## src/mdp_regs.svh

```systemverilog
// register offsets, reset values and field positions for the mode dependent ports
`ifndef MDP_REGS_SVH
`define MDP_REGS_SVH
`define MDP_OFS_DB_PULLUP  16'hffae
`define MDP_OFS_DB_DIR     16'hffb4
`define MDP_OFS_CP_DIR     16'hffb5
`define MDP_OFS_DB_VALUE   16'hffb6
`define MDP_OFS_CP_VALUE   16'hffb7
`define MDP_RST_DB         8'h00
`define MDP_RST_CP_DIR_EXP 8'h40
`define MDP_RST_CP_DIR_SC  8'h00
`define MDP_RST_CP_VALUE   8'h00
`define MDP_BIT_CLK        6
`define MDP_BIT_RD         3
`define MDP_BIT_WR         4
`define MDP_BIT_AS         5
`define MDP_BIT_WAIT       7
`define MDP_MASK_CLK       8'h40
`define MDP_MASK_EXP_OWN   8'hf8
`endif

```

## src/mdp_pkg.sv

```systemverilog
// types for the mode dependent ports
package mdp_pkg;
  typedef enum logic [1:0] {
    MDP_MODE_RSVD,
    MDP_MODE_EXP_NOROM,
    MDP_MODE_EXP_ROM,
    MDP_MODE_SINGLE
  } mdp_mode_t;
  typedef enum logic [1:0] {
    MDP_RUN,
    MDP_SW_STBY,
    MDP_HW_STBY
  } mdp_power_t;
endpackage

```

## src/mdp_ports.sv

```systemverilog
// data bus port and control pin port with avalon register slave
// Contract
// - data bus direction bit 1 drives pin, 0 makes input.
// - data bus value read gives latch for outputs, pin for inputs.
// - data bus pull-up on only when pull-up bit 1 and direction 0.
// - modes 1 and 2 data bus pins carry external data bus.
// - mode 3 data bus pins are general purpose i/o.
// - reset or hardware standby clears data bus registers, pins float.
// - software standby keeps registers; bus modes float, mode 3 holds state.
// - data bus pull-ups only in mode 3, off in reset and hardware standby.
// - control port direction bit 1 output, 0 input.
// - control direction resets 40 in bus modes with bit 6 locked, else 00.
// - control value bit 6 reads clock pin; others read/write reset zero.
// - control value read gives latch for outputs, pin for inputs.
// - control bits 0 to 2 are i/o feeding interrupts and trigger.
// - driven shared interrupt pins feed data value to interrupt logic.
// - bus modes put read, write, address strobes on bits 3 to 5.
// - bit 6 outputs clock in bus modes, in mode 3 by direction.
// - bus modes take external wait request on bit 7.
// - reset makes mode 3 pins inputs, bus modes take bus functions.
// - hardware standby floats every control pin.
// - software standby holds control pins, strobes and clock held high.
// - mode 1 expanded no rom, mode 2 expanded rom, mode 3 single chip.
//
// Implementation choice: the Avalon-MM interface to the registers.
`timescale 1ns/1ps
`include "mdp_regs.svh"
module mdp_ports (
  // clock and reset
  input  wire logic              clk_i,
  input  wire logic              reset_i,
  // operating state
  input  wire mdp_pkg::mdp_mode_t mode_i,
  input  wire logic              sw_standby_i,
  input  wire logic              hw_standby_i,
  // avalon slave
  input  wire logic [15:0]       avs_address_i,
  input  wire logic              avs_read_i,
  input  wire logic              avs_write_i,
  input  wire logic [7:0]        avs_writedata_i,
  output logic [7:0]             avs_readdata_o,
  output logic                   avs_waitrequest_o,
  // external bus side from the bus controller
  input  wire logic [7:0]        ext_data_out_i,
  input  wire logic              ext_data_drive_i,
  input  wire logic              bus_read_strobe_n_i,
  input  wire logic              bus_write_strobe_n_i,
  input  wire logic              bus_addr_strobe_n_i,
  input  wire logic              sys_clock_i,
  output logic [7:0]             ext_data_in_o,
  output logic                   bus_wait_n_o,
  // peripheral feeds
  output logic                   ext_interrupt_0_o,
  output logic                   ext_interrupt_1_o,
  output logic                   ext_interrupt_2_o,
  output logic                   conversion_trigger_n_o,
  // data bus port pins
  input  wire logic [7:0]        db_pin_i,
  output logic [7:0]             db_pin_o,
  output logic [7:0]             db_pin_oe_o,
  output logic [7:0]             db_pullup_o,
  // control pin port pins
  input  wire logic [7:0]        cp_pin_i,
  output logic [7:0]             cp_pin_o,
  output logic [7:0]             cp_pin_oe_o
);
  logic [7:0] databus_port_direction;
  logic [7:0] databus_port_value;
  logic [7:0] databus_port_pullup_enable;
  logic [7:0] control_pin_port_direction;
  logic [7:0] control_pin_port_value;
  logic [7:0] db_s1, db_s2, db_s3, db_lvl;
  logic [7:0] cp_s1, cp_s2, cp_s3, cp_lvl;
  logic       bus_mode, single_mode, ack;
  logic       wr_db_dir, wr_db_val, wr_db_pu, wr_cp_dir, wr_cp_val;
  logic [7:0] next_db_o, next_db_oe, next_db_pu;
  logic [7:0] next_cp_o, next_cp_oe, next_cp_mux;
  logic [7:0] next_rdata;
  logic       cp_clk_hold;
  logic [7:0] next_feed;

  // merge latch and pin by direction
  function automatic logic [7:0] mdp_port_read(input logic [7:0] dir, input logic [7:0] lat,
                                              input logic [7:0] pin);
    mdp_port_read = (dir & lat) | (~dir & pin);
  endfunction

  // mode decode
  assign bus_mode    = (mode_i == mdp_pkg::MDP_MODE_EXP_NOROM) ||
                       (mode_i == mdp_pkg::MDP_MODE_EXP_ROM);
  assign single_mode = !bus_mode;

  // register address match for a write in the ack cycle
  function automatic logic mdp_wr_hit(input logic wr, input logic ak, input logic [15:0] adr,
                                      input logic [15:0] ofs);
    mdp_wr_hit = wr && ak && (adr == ofs);
  endfunction

  // one wait cycle per access, ack pulse ends it
  assign wr_db_dir = mdp_wr_hit(avs_write_i, ack, avs_address_i, `MDP_OFS_DB_DIR);
  assign wr_db_val = mdp_wr_hit(avs_write_i, ack, avs_address_i, `MDP_OFS_DB_VALUE);
  assign wr_db_pu  = mdp_wr_hit(avs_write_i, ack, avs_address_i, `MDP_OFS_DB_PULLUP);
  assign wr_cp_dir = mdp_wr_hit(avs_write_i, ack, avs_address_i, `MDP_OFS_CP_DIR);
  assign wr_cp_val = mdp_wr_hit(avs_write_i, ack, avs_address_i, `MDP_OFS_CP_VALUE);

  // bus handshake
  // ack alternates so a request held through its answer is served once
  always_ff @(posedge clk_i) begin
    if (reset_i) begin
      ack <= 1'b0;
    end else begin
      ack <= (avs_read_i || avs_write_i) && !ack;
    end
  end

  // waitrequest is high except in the ack cycle
  // registered, so the answer never hangs on a same-cycle request path
  always_ff @(posedge clk_i) begin
    if (reset_i) begin
      avs_waitrequest_o <= 1'b1;
    end else begin
      avs_waitrequest_o <= !((avs_read_i || avs_write_i) && !ack);
    end
  end

  // data bus pin synchroniser, level accepted when last two agree
  // a one-cycle glitch on a pin never reaches the read path
  always_ff @(posedge clk_i) begin
    if (reset_i) begin
      db_s1  <= 8'h00;
      db_s2  <= 8'h00;
      db_s3  <= 8'h00;
      db_lvl <= 8'h00;
    end else begin
      db_s1  <= db_pin_i;
      db_s2  <= db_s1;
      db_s3  <= db_s2;
      db_lvl <= (db_s2 & db_s3) | (db_lvl & (db_s2 ^ db_s3));
    end
  end

  // control pin synchroniser, same filter
  always_ff @(posedge clk_i) begin
    if (reset_i) begin
      cp_s1  <= 8'h00;
      cp_s2  <= 8'h00;
      cp_s3  <= 8'h00;
      cp_lvl <= 8'h00;
    end else begin
      cp_s1  <= cp_pin_i;
      cp_s2  <= cp_s1;
      cp_s3  <= cp_s2;
      cp_lvl <= (cp_s2 & cp_s3) | (cp_lvl & (cp_s2 ^ cp_s3));
    end
  end

  // data bus port direction
  always_ff @(posedge clk_i) begin
    if (reset_i || hw_standby_i) begin
      databus_port_direction <= `MDP_RST_DB;
    end else if (wr_db_dir) begin
      databus_port_direction <= avs_writedata_i;
    end
  end

  // data bus port latch
  always_ff @(posedge clk_i) begin
    if (reset_i || hw_standby_i) begin
      databus_port_value <= `MDP_RST_DB;
    end else if (wr_db_val) begin
      databus_port_value <= avs_writedata_i;
    end
  end

  // data bus port pull-up control
  always_ff @(posedge clk_i) begin
    if (reset_i || hw_standby_i) begin
      databus_port_pullup_enable <= `MDP_RST_DB;
    end else if (wr_db_pu) begin
      databus_port_pullup_enable <= avs_writedata_i;
    end
  end

  // control pin port direction, bit 6 locked set in bus modes
  // the clock pin stays an output whatever software writes there
  always_ff @(posedge clk_i) begin
    if (reset_i || hw_standby_i) begin
      control_pin_port_direction <= bus_mode ? `MDP_RST_CP_DIR_EXP
                                             : `MDP_RST_CP_DIR_SC;
    end else if (wr_cp_dir) begin
      control_pin_port_direction <= bus_mode ? (avs_writedata_i | `MDP_MASK_CLK)
                                             : avs_writedata_i;
    end
  end

  // control pin port latch, bit 6 has no latch
  always_ff @(posedge clk_i) begin
    if (reset_i || hw_standby_i) begin
      control_pin_port_value <= `MDP_RST_CP_VALUE;
    end else if (wr_cp_val) begin
      control_pin_port_value <= avs_writedata_i & ~`MDP_MASK_CLK;
    end
  end

  // read data mux, unmapped reads as zero, direction registers write only
  // input bits come from the filtered level, never the raw pin
  always_comb begin
    next_rdata = 8'h00;
    unique case (avs_address_i)
      `MDP_OFS_DB_VALUE:  next_rdata = mdp_port_read(databus_port_direction,
                                                     databus_port_value, db_lvl);
      `MDP_OFS_DB_PULLUP: next_rdata = databus_port_pullup_enable;
      `MDP_OFS_CP_VALUE: begin
        next_rdata = mdp_port_read(control_pin_port_direction & ~`MDP_MASK_CLK,
                                   control_pin_port_value, cp_lvl);
      end
      default:            next_rdata = 8'h00;
    endcase
  end

  // read data register
  always_ff @(posedge clk_i) begin
    if (reset_i) begin
      avs_readdata_o <= 8'h00;
    end else if (avs_read_i && !ack) begin
      avs_readdata_o <= next_rdata;
    end
  end

  // data bus port pin drive
  // bus modes ignore all three port registers
  always_comb begin
    next_db_o  = 8'h00;
    next_db_oe = 8'h00;
    next_db_pu = 8'h00;
    if (reset_i || hw_standby_i) begin
      next_db_oe = 8'h00;
    end else if (bus_mode) begin
      next_db_o  = ext_data_out_i;
      next_db_oe = (ext_data_drive_i && !sw_standby_i) ? 8'hff : 8'h00;
    end else begin
      next_db_o  = databus_port_value;
      next_db_oe = databus_port_direction;
      next_db_pu = databus_port_pullup_enable & ~databus_port_direction;
    end
  end

  // data bus port pin drive flops
  always_ff @(posedge clk_i) begin
    if (reset_i) begin
      db_pin_o    <= 8'h00;
      db_pin_oe_o <= 8'h00;
    end else begin
      db_pin_o    <= next_db_o;
      db_pin_oe_o <= next_db_oe;
    end
  end

  // pull-up flops
  always_ff @(posedge clk_i) begin
    if (reset_i) begin
      db_pullup_o <= 8'h00;
    end else begin
      db_pullup_o <= next_db_pu;
    end
  end

  // filtered data bus level to the bus controller
  always_ff @(posedge clk_i) begin
    if (reset_i) begin
      ext_data_in_o <= 8'h00;
    end else begin
      ext_data_in_o <= db_lvl;
    end
  end

  // control pin port pin function mux
  // strobes and clock park high in software standby
  always_comb begin
    next_cp_mux = control_pin_port_value;
    next_cp_oe  = control_pin_port_direction;
    cp_clk_hold = sw_standby_i;
    next_cp_mux[`MDP_BIT_CLK] = cp_clk_hold ? 1'b1 : sys_clock_i;
    if (bus_mode) begin
      next_cp_mux[`MDP_BIT_RD] = sw_standby_i ? 1'b1 : bus_read_strobe_n_i;
      next_cp_mux[`MDP_BIT_WR] = sw_standby_i ? 1'b1 : bus_write_strobe_n_i;
      next_cp_mux[`MDP_BIT_AS] = sw_standby_i ? 1'b1 : bus_addr_strobe_n_i;
      next_cp_oe[`MDP_BIT_RD]   = 1'b1;
      next_cp_oe[`MDP_BIT_WR]   = 1'b1;
      next_cp_oe[`MDP_BIT_AS]   = 1'b1;
      next_cp_oe[`MDP_BIT_CLK]  = 1'b1;
      next_cp_oe[`MDP_BIT_WAIT] = 1'b0;
    end
  end

  // control pin outputs, reset and hardware standby float
  always_comb begin
    next_cp_o = next_cp_mux;
    if (reset_i || hw_standby_i) begin
      next_cp_o = 8'h00;
    end
  end

  // control pin port output value flops
  always_ff @(posedge clk_i) begin
    if (reset_i || hw_standby_i) begin
      cp_pin_o <= 8'h00;
    end else begin
      cp_pin_o <= next_cp_o;
    end
  end

  // control pin port enable flops
  always_ff @(posedge clk_i) begin
    if (reset_i || hw_standby_i) begin
      cp_pin_oe_o <= 8'h00;
    end else begin
      cp_pin_oe_o <= next_cp_oe;
    end
  end

  // peripheral feeds: driven pins pass the latch, inputs the pin level
  // a driven shared pin can raise a request of its own
  always_comb begin
    next_feed = mdp_port_read(control_pin_port_direction, control_pin_port_value, cp_lvl);
  end

  // interrupt feeds, bit 0 to int 2 and bit 2 to int 0
  always_ff @(posedge clk_i) begin
    if (reset_i) begin
      ext_interrupt_2_o <= 1'b1;
      ext_interrupt_1_o <= 1'b1;
      ext_interrupt_0_o <= 1'b1;
    end else begin
      ext_interrupt_2_o <= next_feed[0];
      ext_interrupt_1_o <= next_feed[1];
      ext_interrupt_0_o <= next_feed[2];
    end
  end

  // conversion trigger shares bit 0
  always_ff @(posedge clk_i) begin
    if (reset_i) begin
      conversion_trigger_n_o <= 1'b1;
    end else begin
      conversion_trigger_n_o <= next_feed[0];
    end
  end

  // external wait request, idle outside the bus modes
  always_ff @(posedge clk_i) begin
    if (reset_i) begin
      bus_wait_n_o <= 1'b1;
    end else begin
      bus_wait_n_o <= bus_mode ? cp_lvl[`MDP_BIT_WAIT] : 1'b1;
    end
  end
endmodule

```

## config.mk

```make
export PLATFORM = sky130hd
export DESIGN_NAME = mdp_ports
export DESIGN_NICKNAME = d
export VERILOG_FILES = /design/src/mdp_pkg.sv /design/src/mdp_ports.sv
export VERILOG_INCLUDE_DIRS = /design/src
export SDC_FILE = /design/constraint.sdc
export NUM_CORES = 1
export LEC_CHECK = 0
export BUFFER_PORTS_ARGS = -buffer_cell sky130_fd_sc_hd__buf_2
export CAP_MARGIN = 20
export CORE_AREA = 2 2 110 112
export DETAILED_ROUTE_END_ITERATION = 10
export DIE_AREA = 0 0 112 114
export PLACE_DENSITY_LB_ADDON = 0.3
export SYNTH_ARGS = -nofsm -noshare
export SYNTH_HDL_FRONTEND = slang
export SYNTH_SLANG_ARGS = --single-unit
```

## constraint.sdc

```tcl
create_clock -name clk_i -period 2.05 [get_ports clk_i]
set_input_delay 0.205 -clock clk_i [delete_from_list [all_inputs] [get_ports clk_i]]
set_output_delay 0.205 -clock clk_i [all_outputs]
set_load 0.01 [all_outputs]
```

==> run metrics, run 1 <==
result of the run=finished, final reports clean; initial cell density of the core=48.3%; logic gate share of total power=around 5%; yosys warns=0; Seq/Total Area, Yosys=about 60%; Die Area=0.0128 sq mm; Clock Skew=0.00778 ns; Max Clk Rate=0.563 GHz; maximum clock path buffer count=2; CTS root buf=clkbuf_16; maximum number of pins on one net before global-route repair=77; wire length of the first global-routing pass=19.5 mm; clk slew on worst S/H paths=0.06 ns; input/output buffers=122; Hold Crit Class=input port to flip-flop; M2 GR Usage=34.0%; Setup Buffers After CTS=0; Horiz. Die Dim=112 microns; Peak VDD IR=0.537 mV; nets@finish=735; Area contributors post-synth=dfxtp_1, mux2i_1, nor2b_1, edfxtp_1, nand2_1; final setup violation count=0; CTS Buf Count=17; Final HPWL DP=8.61 mm; Worst Tran Pin Value=0.574 ns; total vias in the final route=4,045; Arr. time, crit path=2.12 ns; Post-Synthesis Cells=516; layout cells sized above 1=a little over a quarter; placed cell areas=0.00640 sq mm; max-cap violations=0; Slew Limit Fails=0; Post-Syn Area per Cell=11.0 sq um; Syn Nets=593; GPL Wtd Cong=0.899; Req. time, crit path=2.39 ns; met1 GRT Util=24.0%; clock power share=45.7%; CTS Hold Bufs=15; Synth Register Bits=~170; clock latency at the later pin of the worst-skew pair=0.42 ns; CORE AREA=0.0117 sq mm; Final period util=86.7%; Synth area leader=dfxtp_1; minimum clock period=1.78 ns; setup TNS=0 ns; WL per Instance=15.0 microns; final WL=roughly 12 mm; Initial DRC Count=208; Via density=approximately 4.9; post-cts gate resize count=0; crit path max fanout=5; GRT Overall Usage=19.8%; Yosys top cell area share=55.6%; initial antenna violation count=0; most frequent cells in the layout=dfxtp_1, buf_2, nand2_1; vias in the first global route=approximately 4,000; crit start category=flip-flop; ANT cells=0; Boundary Pins=123; crit path kind=flip-flop to flip-flop; remaining routing DRC violations=0; # H-tree levels=4; sequential fraction of design power=49.3%; Slew headroom=61.2%; Area growth syn-to-layout=26.2%; P_int=5.32 mW; die height=114 microns; GR Util met3=5.10%; RSZ-0062 raised after global routing=no; total gr overflow=0; grt peak-use layer=met2; clk sinks=165; Row Count=40; Pleak=~3.4 nW; pwr/cell area=950 mW/mm^2; crit end category=flip-flop; Pre-antenna DRT Iters=5; TritonCTS clock tree=done; final hold vios=0; Psw=1.46 mW; most common cell after layout, fill and taps aside=dfxtp_1; Synth cell types=39; switching part of the total=between 20% and 30%; Cell Area, Synth=0.00566 sq mm; post-route cell area=0.00714 sq mm; antenna viol nets, final=0
-- final timing paths --
| path | end | cells after the start | from | slack (ns) |
|---|---|---|---|---|
| worst max-delay path | control_pin_port_value[3] | 5 | ack | 0.27 |
| worst min-delay path | cp_s1[6] | 2 | cp_pin_i[6] | 0.01 |
| worst max register to register | control_pin_port_value[3] | 5 | ack | 0.27 |
| worst min register to register | db_s2[5] | 1 | db_s1[5] | 0.44 |
-- power by group through the flow --
stage                     sequential (mW)  combinational [mW]  clock (mW)
after floorplan                      3.42               0.165           0
after global placement               3.41               0.310           0
after detailed placement             3.42               0.317           0
after CTS                            3.35               0.342        3.16
after global routing                 3.35               0.376        3.30
final                                3.35               0.339        3.10
-- cells by family after synthesis --
logic type      count (synthesis)  synth area share [%]
flops                         165                  59.8
fa+ha+maj                      16                  3.54
simple gates                  196                  19.1
buf+inv                        32                  2.81
mux                            46                  8.49
compound gates                 59                  5.80
xor+xnor                        2                 0.442
-- per-stage QoR --
step | utilization [%] | setup slack, ns | power (mW) | instances | hold WS [ns]
after detailed placement | 54.7 | 0.270 | 3.73 | 771 | 0.417
after global placement | 54.7 | 0.310 | 3.72 | 771 | 0.413
after CTS | 61.0 | 0.264 | 6.85 | 818 | 0.00959
after global routing | 61.0 | 0.110 | 7.03 | 818 | 0.00110
after floorplan | - | 0.552 | 3.59 | 516 | 0.321
final | 61.0 | 0.273 | 6.78 | 818 | 0.0138
-- worst max-delay path: stages, from the launching register on --
cell and delay (ns):
dfxtp_1 0.41, nand4b_1 0.19, nor4_4 0.30, and3_1 0.41, buf_4 0.20, mux2i_1 0.18
-- synthesized netlist by cell type --
library cell / instances
o22ai_1: 8
a21oi_1: 33
nor2b_1: 57
nand4_2: 1
nor4_4: 1
nand2b_1: 3
dfxtp_1: 157
nand2_1: 61
buf_4: 5
nand4_4: 1
nand3b_1: 2
nor3_1: 7
nor4bb_1: 1
nor4b_4: 1
nor2_1: 33
nand4_1: 1
or3_1: 1
and3_1: 3
nand4b_4: 1
buf_1: 2
o211ai_1: 1
nand2_2: 2
o21ai_0: 9
nor3b_1: 9
nand4b_1: 2
xor2_1: 1
inv_1: 10
mux2_4: 4
a21o_1: 8
nand4bb_1: 1
or2_2: 1
mux2i_1: 42
and2_1: 7
edfxtp_1: 8
buf_6: 2
clkbuf_1: 9
ha_1: 16
xnor2_2: 1
buf_2: 4
-- routing by layer --
| metal | routed length (microns) | share of wire [%] |
|---|---|---|
| met2 | 5950 | 49 |
| met5 | 0 | 0 |
| met1 | 5230 | 43 |
| met3 | 790 | 6.5 |
| met4 | 281 | 2.3 |
-- final cells by class --
class	instances	area (sq um)
Clock buffer	20	457
Clock inverter	12	126
Fill cell	983	4570
Inverter	10	37.5
Multi-Input combinational cell	319	2120
Sequential cell	165	3380
Tap cell	147	184
Timing Repair Buffer	145	833
No activity file was read; power rests on OpenSTA's default activity.
==> inputs of run 2 (changes only) <==
--- a/config.mk
+++ b/config.mk
@@ -11,6 +11,7 @@
 export CORE_AREA = 2 2 110 112
 export DETAILED_ROUTE_END_ITERATION = 10
 export DIE_AREA = 0 0 112 114
+export HOLD_SLACK_MARGIN = 0.12
 export PLACE_DENSITY_LB_ADDON = 0.3
 export SYNTH_ARGS = -nofsm -noshare
 export SYNTH_HDL_FRONTEND = slang
==> constraint.sdc (replaced) <==
create_clock -name clk_i -period 2.05 [get_ports clk_i]
set_input_delay 0.1025 -clock clk_i [delete_from_list [all_inputs] [get_ports clk_i]]
set_output_delay 0.1025 -clock clk_i [all_outputs]
set_load 0.02 [all_outputs]
==> run 2 against run 1 <==
Against the previous run: via count rose by 0.79%; total power rose by 3.0%; clock power is 5% higher; utilization up 2.6 points; clock skew increased by 0.0010 ns; fmax is 2.9% lower; largest power group unchanged.
==> run metrics, run 2 (same netlist as run 1, synthesis figures left out) <==
post-route cell area=0.00744 sq mm (was 0.00714 sq mm); initial cell density of the core=48.3% (unchanged); result of the run=finished, final reports clean (unchanged); Via density=4.82 (was 4.94); post-cts gate resize count=0 (unchanged); Pre-antenna DRT Iters=5 (unchanged); Peak VDD IR=0.509 mV (was 0.537 mV); worst reg2reg setup slack=0.22 ns (was 0.27 ns); P_int=5.49 mW (was 5.32 mW); die height=114 microns (unchanged); CTS root buf=clkbuf_16 (unchanged); GRT Overall Usage=20.3% (was 19.8%); initial antenna violation count=0 (unchanged); final total power=6.98 mW (was 6.78 mW); crit path max fanout=5 (unchanged); fin cells=846 (was 818); placed cell count=771 (unchanged); TritonCTS clock tree=done (unchanged); ANT cells=0 (unchanged); maximum clock path buffer count=2 (unchanged); Slew headroom=57.4% (was 61.2%); Final period util=89.3% (was 86.7%); final setup violation count=0 (unchanged); most frequent cells in the layout=dfxtp_1, buf_2, nand2_1 (unchanged); switching part of the total=21.3% (was 21.5%); Worst Reg2Reg Path Length in Cells=5 (unchanged); WL per Instance=14.6 microns (was 15.0 microns); Area growth syn-to-layout=31.6% (was 26.2%); Pleak=3.51 nW (was 3.37 nW); final WL=12.3 mm (was 12.2 mm); Worst Setup SP=ack (unchanged); vias in the first global route=4,100 (was 3,969); Arr. time, crit path=2.17 ns (was 2.12 ns); clock power share=46.3% (was 45.7%); Horiz. Die Dim=112 microns (unchanged); reg-to-reg startpoint=ack (unchanged); Psw=1.49 mW (was 1.46 mW); Max Clk Rate=0.546 GHz (was 0.563 GHz); CORE AREA=0.0117 sq mm (unchanged); worst r2r dst=control_pin_port_value[4] (was control_pin_port_value[3]); CTS Buf Count=17 (unchanged); remaining routing DRC violations=0 (unchanged); Hold Crit Class=input port to flip-flop (unchanged); minimum clock period=1.83 ns (was 1.78 ns); Req. time, crit path=2.39 ns (about the same); clk slew on worst S/H paths=0.06 ns (about the same); Initial DRC Count=211 (was 208); Die Area=0.0128 sq mm (unchanged); placed cell areas=0.00640 sq mm (unchanged); Boundary Pins=123 (unchanged); clk sinks=165 (unchanged); most common cell after layout, fill and taps aside=dfxtp_1 (unchanged); crit start category=flip-flop (unchanged); Slew Limit Fails=0 (unchanged); logic gate share of total power=5.8% (was 5.0%); pwr/cell area=938 mW/mm^2 (was 950 mW/mm^2); final hold vios=0 (unchanged); wire length of the first global-routing pass=20.1 mm (was 19.5 mm); sequential fraction of design power=47.9% (was 49.3%); # H-tree levels=4 (unchanged); setup TNS=0 ns (unchanged); antenna viol nets, final=0 (unchanged); Clock Skew=0.00880 ns (was 0.00778 ns); clock latency at the later pin of the worst-skew pair=0.42 ns (about the same); crit path kind=flip-flop to flip-flop (unchanged); Row Count=40 (unchanged); crit end category=flip-flop (unchanged); crit path to=control_pin_port_value[4] (was control_pin_port_value[3]); layout cells sized above 1=24.9% (was 26.1%); Worst Tran Pin Value=0.630 ns (was 0.574 ns); maximum number of pins on one net before global-route repair=75 (was 77); total vias in the final route=4,077 (was 4,045); GPL Wtd Cong=0.838 (was 0.899); Final WS setup=0.219 ns (was 0.273 ns); max-cap violations=0 (unchanged); RSZ-0062 raised after global routing=no (unchanged); total gr overflow=0 (unchanged); Final HPWL DP=8.52 mm (was 8.61 mm); Worst Setup Slack post-DPL=0.225 ns (was 0.270 ns); input/output buffers=122 (unchanged); nets@finish=763 (was 735)
[run 2: how the worst min path moves through the flow]
stage               slack [ns]  cells after the start                       endpoint               start
finish                    0.14                      3  control_pin_port_direction[5]  avs_writedata_i[5]
global route              0.13                      3  control_pin_port_direction[3]  avs_writedata_i[3]
CTS                       0.12                      3  control_pin_port_direction[3]  avs_writedata_i[3]
detailed placement        0.31                      2                       db_s1[4]         db_pin_i[4]
global placement          0.31                      3                    cp_pin_o[6]         sys_clock_i
floorplan                 0.22                      2                    cp_pin_o[6]         sys_clock_i
[run 2: metal layers]
metal  global-route usage, %  wire length, microns  share of wire (%)  vias to the layer above
met2                    33.9                  5770                 47                      128
li1                        -                     -                  -                     2068
met5                       0                     0                  0                        -
met3                    5.15                   675                5.5                       20
met1                    25.3                  5660                 46                     1861
met4                    8.21                   235                1.9                        0
[run 2: what timing repair did]
action,CTS,global route
buffers inserted,0,0
hold buffers,43,0
hold endpoints to repair,61,0
[run 2: final cells by class]
cell class | count | area (sq um)
Fill cell | 951 | 4270
Tap cell | 147 | 184
Timing Repair Buffer | 173 | 1110
Sequential cell | 165 | 3380
Clock buffer | 21 | 460
Multi-Input combinational cell | 319 | 2120
Inverter | 10 | 37.5
Clock inverter | 11 | 149
[run 2: worst max-delay path: stages, from the launching register on]
cell and delay (ns):
dfxtp_1 0.42, nand4b_1 0.18, nor4_4 0.31, and3_1 0.43
buf_4 0.21, mux2i_1 0.20
[run 2: metrics by stage]
stage               hold WS, ns  utilization (%)
finish                    0.136             63.6
global route              0.125             63.6
CTS                       0.121             63.6
detailed placement        0.314             54.7
global placement          0.310             54.7
floorplan                 0.218                -
[run 2: power groups by stage]
| stage | clock network [mW] | registers, mW | logic (mW) |
|---|---|---|---|
| final | 3.24 | 3.34 | 0.402 |
| after global routing | 3.44 | 3.35 | 0.441 |
| after CTS | 3.30 | 3.35 | 0.402 |
| after detailed placement | 0 | 3.42 | 0.337 |
| after global placement | 0 | 3.41 | 0.331 |
| after floorplan | 0 | 3.44 | 0.165 |
==> inputs of run 3 (changes only) <==
--- a/config.mk
+++ b/config.mk
@@ -6,11 +6,14 @@
 export SDC_FILE = /design/constraint.sdc
 export NUM_CORES = 1
 export LEC_CHECK = 0
+export ABC_AREA = 1
 export BUFFER_PORTS_ARGS = -buffer_cell sky130_fd_sc_hd__buf_2
 export CAP_MARGIN = 20
-export CORE_AREA = 2 2 110 112
+export CELL_PAD_IN_SITES_DETAIL_PLACEMENT = 1
+export CELL_PAD_IN_SITES_GLOBAL_PLACEMENT = 1
+export CORE_AREA = 2 2 126 128
 export DETAILED_ROUTE_END_ITERATION = 10
-export DIE_AREA = 0 0 112 114
+export DIE_AREA = 0 0 128 130
 export HOLD_SLACK_MARGIN = 0.12
 export PLACE_DENSITY_LB_ADDON = 0.3
 export SYNTH_ARGS = -nofsm -noshare
==> run 3 against run 2 <==
Against the previous run: via count grew 23%; sequential share of layout area down 1.5 points; largest cell class unchanged; cell area is 3.3% higher; highest routed layer unchanged; count of clock-buffer cells in the layout unchanged; critical path type is now input port to flip-flop; sequential power is essentially flat; clock skew fell by 0.0020 ns.
==> run metrics, run 3 <==
result of the run=finished, final reports clean (unchanged); total gr overflow=0 (unchanged); total vias in the final route=5,014 (was 4,077); most common cell in the netlist=dfxtp_1 (unchanged); Post-Syn Area per Cell=8.71 sq um (was 11.0 sq um); nets@finish=928 (was 763); crit path max fanout=8 (was 5); Pre-antenna DRT Iters=4 (was 5); Slew Limit Fails=0 (unchanged); Peak VDD IR=0.593 mV (was 0.509 mV); Horiz. Die Dim=128 microns (was 112 microns); Worst Reg2Reg Path Length in Cells=5 (unchanged); clock latency at the later pin of the worst-skew pair=0.43 ns (was 0.42 ns); die height=130 microns (was 114 microns); Worst Tran Pin Value=0.890 ns (was 0.630 ns); Reg area=0.00338 sq mm (unchanged); Pleak=3.58 nW (was 3.51 nW); Post-Synthesis Cells=684 (was 516); Post-synth EDFFs=8 (unchanged); Clock Skew=0.00681 ns (was 0.00880 ns); # H-tree levels=4 (unchanged); Max Clk Rate=0.549 GHz (was 0.546 GHz); Yosys top cell area share=52.8% (was 55.6%); wire length of the first global-routing pass=25.5 mm (was 20.1 mm); ANT cells=0 (unchanged); maximum clock path buffer count=2 (unchanged); fin cells=1,055 (was 846); Cell Area, Synth=0.00596 sq mm (was 0.00566 sq mm); layout cells sized above 1=23.6% (was 24.9%); final hold vios=0 (unchanged); Worst Setup Slack post-DPL=0.474 ns (was 0.225 ns); yosys warns=0 (unchanged); post-route cell area=0.00769 sq mm (was 0.00744 sq mm); CTS Buf Count=17 (unchanged); final WL=16.1 mm (was 12.3 mm); final setup violation count=0 (unchanged); pwr/cell area=876 mW/mm^2 (was 938 mW/mm^2); crit start category=input port (was flip-flop); Boundary Pins=123 (unchanged); most common cell after layout, fill and taps aside=dfxtp_1 (unchanged); Hold Crit Class=input port to flip-flop (unchanged); Setup Buffers After CTS=0 (unchanged); Req. time, crit path=2.41 ns (was 2.39 ns); Via density=4.75 (was 4.82); Arr. time, crit path=2.18 ns (was 2.17 ns); Initial DRC Count=216 (was 211); area of the multi-input gates=0.00202 sq mm (was 0.00212 sq mm); crit end category=flip-flop (unchanged); RSZ-0062 raised after global routing=no (unchanged); hold path depth=3 (unchanged); initial cell density of the core=38.6% (was 48.3%); most frequent cells in the layout=dfxtp_1, nor2_1, buf_2 (was dfxtp_1, buf_2, nand2_1); crit path kind=input port to flip-flop (was flip-flop to flip-flop); clk slew on worst S/H paths=0.06 ns (about the same); max-cap violations=0 (unchanged); Syn Nets=761 (was 593); Area growth syn-to-layout=29.1% (was 31.6%); final hold slack=0.166 ns (was 0.136 ns); post-cts gate resize count=0 (unchanged); Synth area leader=dfxtp_1 (unchanged); # fillers=1,844 (was 951); setup TNS=0 ns (unchanged); placed cell count=980 (was 771); minimum clock period=1.82 ns (was 1.83 ns); top cells by count, synth=dfxtp_1, nor2_1, inv_1 (was dfxtp_1, nand2_1, nor2b_1); clk sinks=165 (unchanged); initial antenna violation count=0 (unchanged); Final HPWL DP=11.5 mm (was 8.52 mm); placed cell areas=0.00671 sq mm (was 0.00640 sq mm); Final period util=88.9% (was 89.3%); TritonCTS clock tree=done (unchanged); WL per Instance=15.3 microns (was 14.6 microns); Synth cell types=33 (was 39); GPL Wtd Cong=0.863 (was 0.838); Slew headroom=40.6% (was 57.4%); Final WS setup=0.228 ns (was 0.219 ns); Seq/Total Area, Yosys=56.8% (was 59.8%); input/output buffers=122 (unchanged); top_reg_cell synth=dfxtp_1 (unchanged); maximum number of pins on one net before global-route repair=86 (was 75); Row Count=46 (was 40); asr flop ratio synth=0% (unchanged); Area contributors post-synth=dfxtp_1, nor2_1, inv_1, o21ai_0, nand2_1 (was dfxtp_1, mux2i_1, nor2b_1, edfxtp_1, nand2_1); vias in the first global route=5,170 (was 4,100); Synth Register Bits=165 (unchanged); antenna viol nets, final=0 (unchanged); CTS root buf=clkbuf_16 (unchanged); remaining routing DRC violations=0 (unchanged); CORE AREA=0.0154 sq mm (was 0.0117 sq mm); GRT Overall Usage=20.1% (was 20.3%); Die Area=0.0166 sq mm (was 0.0128 sq mm)
[run 3: cell types whose count changed in the layout (fill, tap and decap cells not counted), moves of 39 or more]
cell,before,now
nand3_1,0,39
inv_1,10,99
mux2i_1,42,0
nor2_1,32,126
o21ai_0,9,53
nor2b_1,57,0
[run 3: per-layer routing]
| metal | GRT usage, % | up-vias | routed length, microns |
|---|---|---|---|
| met5 | 0 | - | 0 |
| met4 | 8.34 | 0 | 364 |
| met3 | 4.43 | 28 | 664 |
| met2 | 35.8 | 110 | 8070 |
| met1 | 23.4 | 2407 | 7040 |
| li1 | - | 2469 | - |
[run 3: what timing repair did]
action,CTS,global route
endpoints found under the hold margin,72,0
setup endpoints to repair,0,0
hold buffers,44,0
[run 3: cell families (layout without fill, tap and decap cells)]
| logic type | count (synthesis) | count (layout) | share of synthesized area, % |
|---|---|---|---|
| AO/OA/AOI/OAI | 111 | 111 | 10.3 |
| adder cells (fa/ha/maj) | 16 | 16 | 3.36 |
| buffers and inverters | 130 | 309 | 9.28 |
| AND/OR/NAND/NOR | 262 | 262 | 20.2 |
| flip-flops | 165 | 165 | 56.8 |
[run 3: metrics by stage]
step           utilization [%]  total power, mW
4_1_cts                   49.9             6.80
3_3_place_gp              43.5             3.77
2_1_floorplan                -             3.62
3_5_place_dp              43.5             3.78
6_report                  49.9             6.74
5_1_grt                   49.9             6.98
[run 3: path summary, 6_finish.rpt]
| path | from | endpoint | slack, ns |
|---|---|---|---|
| max | hw_standby_i | databus_port_pullup_enable[7] | 0.23 |
| min | ext_data_drive_i | db_pin_oe_o[4] | 0.17 |
| max reg2reg | ack | control_pin_port_direction[0] | 0.49 |
| min reg2reg | db_s1[1] | db_s2[1] | 0.40 |
[run 3: final cells by class]
| cell class | instances | share of cell area, % |
|---|---|---|
| clock buffer | 21 | 5.99 |
| clock inverter | 10 | 1.07 |
| sequential | 165 | 44.0 |
| tap | 192 | 3.12 |
| multi-input combinational | 389 | 26.3 |
| inverter | 105 | 5.20 |
| timing repair buffer | 173 | 14.3 |
[run 3: report_power, final]
| part | leakage (nW) | total (mW) | internal (mW) | switching, mW |
|---|---|---|---|---|
| logic | 1.96 | 0.432 | 0.176 | 0.256 |
| clock network | 0.264 | 2.96 | 1.71 | 1.25 |
| registers | 1.36 | 3.35 | 3.32 | 0.0312 |
| total | 3.58 | 6.74 | 5.20 | 1.54 |
[run 3: worst max-delay path: stages]
cell	delay, ns
dlygate4sd3_1	0.53
buf_2	0.12
nor2_2	0.40
dlygate4sd3_1	0.73
o21ai_0	0.13
a21oi_1	0.16
